$ cat config.mk
export PLATFORM = sky130hd
export DESIGN_NAME = ser_top
export DESIGN_NICKNAME = d
export VERILOG_FILES = /design/src/ser_pkg.sv /design/src/ser_group.sv /design/src/ser_top.sv
export SDC_FILE = /design/constraint.sdc
export NUM_CORES = 2
export LEC_CHECK = 0
export ABC_AREA = 0
export BUFFER_PORTS_ARGS = -buffer_cell sky130_fd_sc_hd__buf_4
export CAP_MARGIN = 20
export CORE_MARGIN = 1.5
export CORE_UTILIZATION = 55
export DETAILED_ROUTE_END_ITERATION = 8
export PLACE_DENSITY = 0.73
export SYNTH_ARGS = -nofsm -noshare
export SYNTH_HDL_FRONTEND = slang
export SYNTH_SLANG_ARGS = --single-unit
$ cat constraint.sdc
create_clock -name clk_i -period 8.2 [get_ports clk_i]
set_clock_uncertainty 0.15 [all_clocks]
set_input_delay 2.46 -clock clk_i [delete_from_list [all_inputs] [get_ports clk_i]]
set_output_delay 2.46 -clock clk_i [all_outputs]
set_load 0.02 [all_outputs]
$ cat src/ser_pkg.sv
// Package with register map, field layouts and constants of the status event block.
package ser_pkg;
  localparam int unsigned WIDTH = 16;
  localparam int unsigned NGRP = 4;
  localparam int unsigned NCHAN = 2;
  localparam int unsigned QDEPTH = 8;
  localparam int unsigned ERRW = 16;
  // Group indices; channel groups follow the two top-level groups.
  localparam logic [1:0] GRP_OPER = 2'h0;
  localparam logic [1:0] GRP_QUES = 2'h1;
  // Word offsets: group select in addr[7:5], part in addr[4:2].
  localparam logic [2:0] PART_COND = 3'h0;
  localparam logic [2:0] PART_EVENT = 3'h1;
  localparam logic [2:0] PART_ENABLE = 3'h2;
  localparam logic [2:0] PART_RISE = 3'h3;
  localparam logic [2:0] PART_FALL = 3'h4;
  localparam logic [7:0] ADDR_CTRL = 8'h80;
  localparam logic [7:0] ADDR_QUEUE = 8'h84;
  localparam logic [7:0] ADDR_IRQ_STAT = 8'h88;
  localparam logic [7:0] ADDR_IRQ_EN = 8'h8c;
  localparam logic [7:0] ADDR_IRQ_CLR = 8'h90;
  localparam logic [7:0] ADDR_ROW_MAX = 8'h80;
  // Control register fields.
  localparam int unsigned CTRL_PRESET_BIT = 0;
  localparam int unsigned CTRL_CHAN_LSB = 8;
  localparam int unsigned CTRL_CHAN_BIT = 8;
  // Queue read word: bit 16 set means an entry was present.
  localparam int unsigned QUEUE_VALID_BIT = 16;
  localparam logic [ERRW-1:0] ERR_NONE = 16'h0000;
  localparam logic [WIDTH-1:0] RISE_PRESET = 16'hffff;
  localparam logic [WIDTH-1:0] FALL_PRESET = 16'h0000;
  localparam logic [WIDTH-1:0] ENABLE_PRESET = 16'h0000;
  localparam logic [WIDTH-1:0] ZERO16 = 16'h0000;
  // Interrupt status bits.
  localparam int unsigned IRQ_OPER = 0;
  localparam int unsigned IRQ_QUES = 1;
  localparam int unsigned IRQ_QOVF = 2;
  localparam int unsigned IRQW = 3;
endpackage : ser_pkg

$ cat src/ser_group.sv
// One status group: condition, edge filters, latched events, enable mask and summary.
`timescale 1ns/100ps
module ser_group #(
  parameter int unsigned W = 16
) (
  // Clock and reset
  input wire logic clk_i,
  input wire logic rst_i,
  // Live condition and software controls
  input wire logic [W-1:0] cond_i,
  input wire logic ev_clear_i,
  input wire logic preset_i,
  input wire logic [W-1:0] preset_en_i,
  input wire logic en_we_i,
  input wire logic rise_we_i,
  input wire logic fall_we_i,
  input wire logic [W-1:0] wdata_i,
  // Contents and summary
  output logic [W-1:0] cond_o,
  output logic [W-1:0] event_o,
  output logic [W-1:0] enable_o,
  output logic [W-1:0] rise_o,
  output logic [W-1:0] fall_o,
  output logic summary_o
);
  typedef struct packed {
    logic [W-1:0] cond;
    logic [W-1:0] ev;
    logic [W-1:0] en;
    logic [W-1:0] rise;
    logic [W-1:0] fall;
    logic sum;
  } ser_grp_st_t;
  ser_grp_st_t st_r;
  ser_grp_st_t st_nxt;
  logic [W-1:0] hit;

  always_comb begin
    st_nxt = st_r;
    st_nxt.cond = cond_i;
    // RULE_12 rising edge detection.
    hit = st_r.rise & ~st_r.cond & cond_i;
    // RULE_11 falling edge detection.
    hit = hit | (st_r.fall & st_r.cond & ~cond_i);
    // RULE_08 read clears events; a new edge in the same cycle survives.
    st_nxt.ev = (ev_clear_i ? ser_pkg::ZERO16 : st_r.ev) | hit;
    if (en_we_i) begin
      st_nxt.en = wdata_i;
    end
    if (rise_we_i) begin
      st_nxt.rise = wdata_i;
    end
    if (fall_we_i) begin
      st_nxt.fall = wdata_i;
    end
    if (preset_i) begin
      // RULE_01 rise filters to all ones.
      st_nxt.rise = ser_pkg::RISE_PRESET;
      // RULE_02 fall filters cleared.
      st_nxt.fall = ser_pkg::FALL_PRESET;
      // RULE_03 enable kept only where preset_en_i is set, cleared elsewhere.
      st_nxt.en = preset_en_i & st_r.en;
    end
    // RULE_14 masked OR summary.
    st_nxt.sum = |(st_nxt.ev & st_nxt.en);
  end

  always_ff @(posedge clk_i) begin
    if (rst_i) begin
      st_r <= '0;
      st_r.rise <= ser_pkg::RISE_PRESET;
    end else begin
      st_r <= st_nxt;
    end
  end

  assign cond_o = st_r.cond;
  assign event_o = st_r.ev;
  assign enable_o = st_r.en;
  assign rise_o = st_r.rise;
  assign fall_o = st_r.fall;
  assign summary_o = st_r.sum;

  // RULE_12 rise edge latched
  rise_latch_a: assert property (@(posedge clk_i) disable iff (rst_i) // RULE_12
    (|(st_r.rise & ~st_r.cond & cond_i)) |=> (|event_o)) else $error("rise edge lost");
  // RULE_11 fall edge latched
  fall_latch_a: assert property (@(posedge clk_i) disable iff (rst_i) // RULE_11
    (|(st_r.fall & st_r.cond & ~cond_i)) |=> (|event_o)) else $error("fall edge lost");
  // RULE_09 summary rises with enabled event
  sum_rise_a: assert property (@(posedge clk_i) disable iff (rst_i) // RULE_09
    (|(hit & enable_o)) && !preset_i && !en_we_i |=> summary_o)
    else $error("summary not set");
  // RULE_08 clear on read
  ev_clear_a: assert property (@(posedge clk_i) disable iff (rst_i) // RULE_08
    ev_clear_i && !(|hit) |=> event_o == '0) else $error("event not cleared");
  // RULE_01 preset rise filter
  preset_rise_a: assert property (@(posedge clk_i) disable iff (rst_i) // RULE_01
    preset_i |=> rise_o == ser_pkg::RISE_PRESET && fall_o == ser_pkg::FALL_PRESET)
    else $error("preset filters wrong");
  sum_seen_c: cover property (@(posedge clk_i) disable iff (rst_i) $rose(summary_o));
endmodule : ser_group

$ cat src/ser_top.sv
// Status event reporting block with error queue and Wishbone register access.
// Notes on behaviour
// RULE_01: Preset loads every rise detect filter with all ones.
// RULE_02: Preset clears every fall detect filter to zero.
// RULE_03: Preset clears enable masks of the two top-level groups.
// RULE_04: Queue read returns newest entry and removes it.
// RULE_05: Empty queue read returns error zero with no-error indication.
// RULE_06: Positive codes are device errors, negative codes protocol errors.
// RULE_07: Condition read returns contents unchanged.
// RULE_08: Event read returns latched bits and clears them.
// RULE_09: Enabled event produces rising summary bit in the higher group; only the active channel's two groups feed the questionable group.
// RULE_10: Software writes only 16-bit mask and filter values.
// RULE_11: Fall filter bit and one-to-zero condition change set event.
// RULE_12: Rise filter bit and zero-to-one condition change set event.
// RULE_13: Channel group access without channel uses the active channel.
// RULE_14: Summary is OR of event bits ANDed with enable bits.
//
// The register offsets and register access over Wishbone were left to the implementer.
`timescale 1ns/100ps
module ser_top #(
  parameter int unsigned NCHAN = ser_pkg::NCHAN,
  parameter int unsigned QDEPTH = ser_pkg::QDEPTH
) (
  // Clock and reset
  input wire logic clk_i,
  input wire logic rst_i,
  // Wishbone slave
  input wire logic cyc_i,
  input wire logic stb_i,
  input wire logic we_i,
  input wire logic [7:0] adr_i,
  input wire logic [3:0] sel_i,
  input wire logic [31:0] dat_i,
  output logic [31:0] dat_o,
  output logic ack_o,
  // Status conditions from the instrument, per channel for channel groups
  input wire logic [15:0] oper_cond_i,
  input wire logic [15:0] ques_low_cond_i,
  input wire logic [NCHAN*2*16-1:0] chan_cond_i,
  // Error reports
  input wire logic err_push_i,
  input wire logic [15:0] err_code_i,
  // Interrupt
  output logic irq_o
);
  localparam int unsigned NG = 2 + NCHAN * 2;
  localparam int unsigned QA = $clog2(QDEPTH);

  typedef struct packed {
    logic ack;
    logic [31:0] dat;
    logic [$clog2(NCHAN)-1:0] chan;
    logic [QDEPTH-1:0][15:0] q;
    logic [QA:0] qcnt;
    logic [ser_pkg::IRQW-1:0] ist;
    logic [ser_pkg::IRQW-1:0] ien;
    logic [ser_pkg::IRQW-1:0] sum_d;
    logic irq;
  } ser_st_t;
  ser_st_t st_r;
  ser_st_t st_nxt;

  logic [NG-1:0][15:0] g_cond;
  logic [NG-1:0][15:0] g_ev;
  logic [NG-1:0][15:0] g_en;
  logic [NG-1:0][15:0] g_rise;
  logic [NG-1:0][15:0] g_fall;
  logic [NG-1:0] g_sum;
  logic [NG-1:0][15:0] g_in;
  logic [NG-1:0] g_clr;
  logic [NG-1:0] g_enwe;
  logic [NG-1:0] g_risewe;
  logic [NG-1:0] g_fallwe;
  logic [15:0] cond_s1;
  logic [15:0] cond_s2;
  logic [15:0] qlow_s1;
  logic [15:0] qlow_s2;
  logic [NCHAN*2*16-1:0] chan_s1;
  logic [NCHAN*2*16-1:0] chan_s2;
  logic req;
  logic wr;
  logic rd;
  logic [2:0] grp_sel;
  logic [2:0] part;
  logic [3:0] gidx;
  logic grp_hit;
  logic preset;
  logic qpop;

  // Conditions come from other logic domains and are synchronised first.
  always_ff @(posedge clk_i) begin
    cond_s1 <= oper_cond_i;
    cond_s2 <= cond_s1;
    qlow_s1 <= ques_low_cond_i;
    qlow_s2 <= qlow_s1;
    chan_s1 <= chan_cond_i;
    chan_s2 <= chan_s1;
  end

  assign req = cyc_i && stb_i && !st_r.ack;
  assign wr = req && we_i && sel_i[0] && sel_i[1];
  assign rd = req && !we_i;
  assign grp_sel = adr_i[7:5];
  assign part = adr_i[4:2];
  // RULE_13 unnamed channel maps to active channel
  assign gidx = (grp_sel < 3'h2) ? {1'b0, grp_sel} :
    4'(2 + 2 * st_r.chan + (grp_sel - 3'h2));
  assign grp_hit = (adr_i < ser_pkg::ADDR_ROW_MAX) && (grp_sel < 3'h4);
  assign preset = wr && adr_i == ser_pkg::ADDR_CTRL && dat_i[ser_pkg::CTRL_PRESET_BIT];
  // RULE_04 queue read pops
  assign qpop = rd && adr_i == ser_pkg::ADDR_QUEUE && st_r.qcnt != '0;

  // Questionable condition collects the active channel summaries into its low bits.
  always_comb begin
    g_in = '0;
    g_in[0] = cond_s2;
    g_in[1] = qlow_s2;
    for (int c = 0; c < NCHAN; c++) begin
      g_in[2 + 2 * c] = chan_s2[c*32 +: 16];
      g_in[3 + 2 * c] = chan_s2[c*32 + 16 +: 16];
    end
    // RULE_09 channel summaries into questionable group
    g_in[1][0] = qlow_s2[0] | g_sum[2 + 2 * st_r.chan];
    g_in[1][1] = qlow_s2[1] | g_sum[3 + 2 * st_r.chan];
  end

  genvar gi;
  generate
    for (gi = 0; gi < NG; gi++) begin : grp_g
      assign g_clr[gi] = rd && grp_hit && gidx == 4'(gi) && part == ser_pkg::PART_EVENT;
      assign g_enwe[gi] = wr && grp_hit && gidx == 4'(gi) && part == ser_pkg::PART_ENABLE;
      assign g_risewe[gi] = wr && grp_hit && gidx == 4'(gi) && part == ser_pkg::PART_RISE;
      assign g_fallwe[gi] = wr && grp_hit && gidx == 4'(gi) && part == ser_pkg::PART_FALL;
      ser_group #(.W(16)) u_grp (
        .clk_i(clk_i),
        .rst_i(rst_i),
        .cond_i(g_in[gi]),
        .ev_clear_i(g_clr[gi]),
        .preset_i(preset),
        // RULE_03 only top-level groups lose their masks
        .preset_en_i(gi < 2 ? ser_pkg::ENABLE_PRESET : 16'hffff),
        .en_we_i(g_enwe[gi]),
        .rise_we_i(g_risewe[gi]),
        .fall_we_i(g_fallwe[gi]),
        // RULE_10 only 16 bits are taken
        .wdata_i(dat_i[15:0]),
        .cond_o(g_cond[gi]),
        .event_o(g_ev[gi]),
        .enable_o(g_en[gi]),
        .rise_o(g_rise[gi]),
        .fall_o(g_fall[gi]),
        .summary_o(g_sum[gi])
      );
    end
  endgenerate

  always_comb begin
    logic [ser_pkg::IRQW-1:0] evs;
    evs = '0;
    st_nxt = st_r;
    st_nxt.ack = req;
    st_nxt.dat = '0;
    if (rd) begin
      if (grp_hit) begin
        unique case (part)
          // RULE_07 condition read has no side effect
          ser_pkg::PART_COND: st_nxt.dat = {16'h0000, g_cond[gidx]};
          ser_pkg::PART_EVENT: st_nxt.dat = {16'h0000, g_ev[gidx]};
          ser_pkg::PART_ENABLE: st_nxt.dat = {16'h0000, g_en[gidx]};
          ser_pkg::PART_RISE: st_nxt.dat = {16'h0000, g_rise[gidx]};
          ser_pkg::PART_FALL: st_nxt.dat = {16'h0000, g_fall[gidx]};
          default: st_nxt.dat = '0;
        endcase
      end else if (adr_i == ser_pkg::ADDR_CTRL) begin
        st_nxt.dat = 32'(st_r.chan) << ser_pkg::CTRL_CHAN_LSB;
      end else if (adr_i == ser_pkg::ADDR_QUEUE) begin
        // RULE_05 empty queue gives zero, valid low
        if (st_r.qcnt != '0) begin
          st_nxt.dat = {15'h0000, 1'b1, st_r.q[st_r.qcnt - 1'b1]};
        end else begin
          st_nxt.dat = {16'h0000, ser_pkg::ERR_NONE};
        end
      end else if (adr_i == ser_pkg::ADDR_IRQ_STAT) begin
        st_nxt.dat = 32'(st_r.ist);
      end else if (adr_i == ser_pkg::ADDR_IRQ_EN) begin
        st_nxt.dat = 32'(st_r.ien);
      end
    end
    if (wr && adr_i == ser_pkg::ADDR_CTRL) begin
      st_nxt.chan = dat_i[ser_pkg::CTRL_CHAN_BIT +: $clog2(NCHAN)];
    end
    if (wr && adr_i == ser_pkg::ADDR_IRQ_EN) begin
      st_nxt.ien = dat_i[ser_pkg::IRQW-1:0];
    end
    if (qpop) begin
      st_nxt.qcnt = st_r.qcnt - 1'b1;
    end
    // RULE_06 codes stored as signed two's complement
    if (err_push_i) begin
      if (st_nxt.qcnt == (QA+1)'(QDEPTH)) begin
        // Full queue drops oldest entry so the newest stays readable.
        for (int i = 0; i < QDEPTH - 1; i++) begin
          st_nxt.q[i] = st_r.q[i + 1];
        end
        st_nxt.q[QDEPTH-1] = err_code_i;
        evs[ser_pkg::IRQ_QOVF] = 1'b1;
      end else begin
        st_nxt.q[st_nxt.qcnt[QA-1:0]] = err_code_i;
        st_nxt.qcnt = st_nxt.qcnt + 1'b1;
      end
    end
    st_nxt.sum_d[ser_pkg::IRQ_OPER] = g_sum[0];
    st_nxt.sum_d[ser_pkg::IRQ_QUES] = g_sum[1];
    evs[ser_pkg::IRQ_OPER] = g_sum[0] && !st_r.sum_d[ser_pkg::IRQ_OPER];
    evs[ser_pkg::IRQ_QUES] = g_sum[1] && !st_r.sum_d[ser_pkg::IRQ_QUES];
    // Set wins over clear so no event is lost.
    if (wr && adr_i == ser_pkg::ADDR_IRQ_CLR) begin
      st_nxt.ist = st_r.ist & ~dat_i[ser_pkg::IRQW-1:0];
    end
    st_nxt.ist = st_nxt.ist | evs;
    st_nxt.irq = |(st_nxt.ist & st_nxt.ien);
  end

  always_ff @(posedge clk_i) begin
    if (rst_i) begin
      st_r <= '0;
    end else begin
      st_r <= st_nxt;
    end
  end

  assign dat_o = st_r.dat;
  assign ack_o = st_r.ack;
  assign irq_o = st_r.irq;

  // RULE_05 empty queue answer
  empty_queue_a: assert property (@(posedge clk_i) disable iff (rst_i) // RULE_05
    rd && adr_i == ser_pkg::ADDR_QUEUE && st_r.qcnt == '0 |=> dat_o == 32'h0)
    else $error("empty queue read not zero");
  // RULE_04 pop removes entry
  queue_pop_a: assert property (@(posedge clk_i) disable iff (rst_i) // RULE_04
    qpop && !err_push_i |=> st_r.qcnt == $past(st_r.qcnt) - 1'b1)
    else $error("queue not popped");
  // RULE_04 push adds entry
  queue_push_a: assert property (@(posedge clk_i) disable iff (rst_i) // RULE_04
    err_push_i && !qpop && st_r.qcnt != (QA+1)'(QDEPTH)
    |=> st_r.qcnt == $past(st_r.qcnt) + 1'b1)
    else $error("queue push lost");
  // RULE_03 preset clears top masks
  preset_mask_a: assert property (@(posedge clk_i) disable iff (rst_i) // RULE_03
    preset |=> g_en[0] == '0 && g_en[1] == '0) else $error("top mask not cleared");
  // RULE_07 condition read keeps events
  cond_read_a: assert property (@(posedge clk_i) disable iff (rst_i) // RULE_07
    rd && grp_hit && part == ser_pkg::PART_COND |-> (g_clr == '0) ##1 ack_o)
    else $error("condition read disturbed events");
  // RULE_08 event read returns latched bits
  event_read_a: assert property (@(posedge clk_i) disable iff (rst_i) // RULE_08
    rd && grp_hit && part == ser_pkg::PART_EVENT |=> dat_o == {16'h0000, $past(g_ev[gidx])})
    else $error("event read data wrong");
  // RULE_09 channel summary reaches questionable group
  chan_summary_a: assert property (@(posedge clk_i) disable iff (rst_i) // RULE_09
    g_sum[2 + 2 * st_r.chan] |=> g_cond[1][0]) else $error("channel summary lost");
  irq_level_a: assert property (@(posedge clk_i) disable iff (rst_i)
    irq_o == |(st_r.ist & st_r.ien)) else $error("irq mismatch");
  pop_seen_c: cover property (@(posedge clk_i) disable iff (rst_i) qpop);
  preset_seen_c: cover property (@(posedge clk_i) disable iff (rst_i) preset);
  irq_seen_c: cover property (@(posedge clk_i) disable iff (rst_i) $rose(irq_o));
endmodule : ser_top

==> flow_metrics.tcl <==
set metrics [dict create \
    highest_layer "met5" \
    synthTopCellsByCount "dfxtp_1 (838), nor2_1 (386), nand2_1 (323)" \
    cap_violations 0 \
    rows 90 \
    clk_latency_ps 660 \
    ctsHoldBuffers 0 \
    wire_per_inst_um 24.2 \
    cts-htree-levels 3 \
    synthArstFlopShare_pct 0 \
    cp-end-kind "register" \
    setup-violations-final 0 \
    holdCritPathClass "register to register" \
    seq_power_share_pct 47.8 \
    fin_ws_ps 2130 \
    ios 196 \
    antenna_left 0 \
    clock-root-buffer "clkbuf_16" \
    grt-ovfl-total 0 \
    syn_to_final_growth_pct 13.2 \
    tns_ps 0 \
    rsz0062_at_grt "no" \
    powerDensity_nw_per_um2 235 \
    drt_iter0_markers 3189 \
    initial_core_util_pct 55.8 \
    synth_top_area_cell "dfxtp_1" \
    synth_cell_types 74 \
    power_frac_comb_pct 7.3 \
    dp_slack_ps 1650 \
    core_area_um2 60500 \
    reg2reg_to "st_r[77]" \
    met1_length_mm 42.3 \
    worst_slew_pin_slew_ps 1230 \
    min_to "qlow_s2[5]" \
    die_w_um 251 \
    p_leak_uw 0.0157 \
    worstRegToRegCells 10 \
    synth-edff-count 0 \
    drv_slew 0 \
    num_vias 27421 \
    fmax_mhz 165 \
    syn_area_per_cell_um2 9.87 \
    dp_hpwl_mm 66.9 \
    grt_pass1_wl_mm 157 \
    p_int_uw 6780 \
    drive_gt1_share_pct 14.8 \
    clockPowerShare_pct 44.9 \
    clk_path_buf_depth 3 \
    rr_startpoint "st_r[11]" \
    yosysTopAreaCellShare_pct 49.7 \
    n_antenna_cell 0 \
    syn_area_um2 33700 \
    synthTopCellsByArea "dfxtp_1 (50%), mux2i_1 (9.4%), mux4_2 (7.5%)" \
    wl_met2_mm 46.0 \
    place.gp.congestion 0.999 \
    crit_family "compound AO/OA/AOI/OAI gates" \
    fill_cells 4801 \
    grt_start_max_net_pins 108 \
    p_switching_uw 2190 \
    critPathBufInv 3 \
    period_needed_ps 6070 \
    crit_arrival_ps 6430 \
    hold_depth 0 \
    fin_util_pct 63.2 \
    fp.dieArea_um2 62800 \
    start_kind "input port" \
    status "finished clean" \
    dr.pass1.iters 7 \
    cp_slowest_cell "o2111a_4" \
    die_h_um 251 \
    cts_tree "done" \
    path_clk_slew_ps 60 \
    cpMostUsedCell "buf_4" \
    ys_seq_area_share_pct 49.7 \
    criticalPathCategory "input port to register" \
    ys_seq_elements 838 \
    antenna_found_initial 3 \
    relSlewSlack_pct 17.1 \
    viasPerCell 6.38 \
    cp_data_required_time_ps 8560 \
    grt_usage_pct 32.5 \
    reg2reg_slack_ps 3850 \
    wl_mm 104 \
    max_stage_delay_ps 580 \
    ir_drop_mv 0.141 \
    fin_nets 3616 \
    power.total_uw 8970 \
    numCtsBuffers 85 \
    postSynthCellCount 3420 \
    synthFlopType "dfxtp_1" \
    yosys_warnings 0 \
    cts_setup_buffers 0 \
    finalCritPeriodShare_pct 74.0 \
    hold_viol_final 0 \
    wl_met3_mm 11.2 \
    numClockSinks 838 \
    p_sw_share_pct 24.4 \
    crit_fanout 47 \
    grt_pass1_vias 26508 \
    portBuffers 162 \
    yosysMostFrequentCell "dfxtp_1" \
    cts.repair.resized 0 \
    worstPathCellList "buf_4 -> nor4_4 -> nand3_2 -> o21ai_0 -> nand2_1 -> inv_1 -> ha_1 -> o2111a_4 -> buf_4 -> nor3_1 -> a2111oi_0" \
    hold_start "qlow_s1[5]" \
    drc 0 \
]
==> kinds of logic after synthesis <==
kind of cell             synth area share, %
multiplexers                            17.1
AND/OR/NAND/NOR                         18.3
other                                 0.0111
AO/OA/AOI/OAI                           10.6
XOR/XNOR                              0.0519
adder cells (fa/ha/maj)                0.260
buffers and inverters                   4.02
flip-flops                              49.7
==> layout by cell type (no fill, tap or decap), types with 7 or more instances in the layout <==
cell	instances
conb_1	15
mux2i_1	317
bufinv_16	8
o211ai_1	7
nor2b_1	104
inv_1	27
nor3_1	140
dfxtp_1	837
nor2_1	384
o2bb2ai_1	50
a22oi_1	63
or3_1	10
nor4_1	46
a311oi_1	16
clkinvlp_4	11
clkbuf_8	12
clkbuf_1	9
o21bai_1	18
nand3b_1	95
a21oi_1	128
mux4_2	112
nand2_1	323
clkbuf_16	88
nand3_1	105
nand4_1	10
o21ai_0	123
nand2b_1	25
o22ai_1	77
clkinv_2	21
buf_4	198
o32ai_1	7
==> metrics by stage <==
stage          instances  hold slack, ps  cell area, µm²
2_1_floorplan       3434             160           33800
3_3_place_gp        4136             161           35200
3_5_place_dp        4138             162           35200
4_1_cts             4296             171           38100
5_1_grt             4300             179           38200
6_report            4300             170           38200
==> power groups by stage <==
stage | clock network [µW] | logic (µW) | registers (µW)
after floorplan | 0 | 413 | 4340
after global placement | 0 | 622 | 4360
after detailed placement | 0 | 635 | 4370
after CTS | 4050 | 638 | 4280
after global routing | 4220 | 690 | 4300
final | 4030 | 658 | 4290
==> worst max-delay path by stage <==
stage / start / endpoint / cells past startpoint / slack, ps
2_1_floorplan: adr_i[7] / grp_g[5].u_grp.fall_o[8] / 13 / 2680
6_report: adr_i[5] / st_r[77] / 11 / 2130
4_1_cts: adr_i[5] / st_r[64] / 11 / 2300
3_5_place_dp: adr_i[5] / st_r[64] / 11 / 1650
3_3_place_gp: adr_i[5] / grp_g[3].u_grp.summary_o / 8 / 1810
5_1_grt: adr_i[5] / st_r[63] / 11 / 1990
==> layer usage <==
layer | vias up | global-route usage [%]
met5 | - | 0
met4 | 4 | 15.8
met3 | 264 | 7.34
met2 | 1628 | 49.3
met1 | 13292 | 44.0
li1 | 12233 | -
==> final cells by class <==
type / count / area, µm² / area share (%)
Tap cell: 782 / 978 / 2.56
Sequential cell: 838 / 16800 / 43.9
Timing Repair Buffer: 205 / 1610 / 4.22
Clock inverter: 49 / 514 / 1.35
Inverter: 29 / 111 / 0.291
Clock buffer: 109 / 2400 / 6.28
Multi-Input combinational cell: 2288 / 15800 / 41.4
==> registers in the layout, indices dropped and copies added (netlist names) <==
name / flops
chan_s1: 64
ack_o: 1
grp_g.u_grp.fall_o: 96
grp_g.u_grp.event_o: 96
irq_o: 1
cond_s1: 16
st_r: 141
grp_g.u_grp.summary_o: 6
grp_g.u_grp.cond_o: 96
cond_s2: 16
qlow_s2: 16
dat_o: 17
grp_g.u_grp.enable_o: 96
qlow_s1: 16
chan_s2: 64
grp_g.u_grp.rise_o: 96
Power figures use the tool's default switching activity.
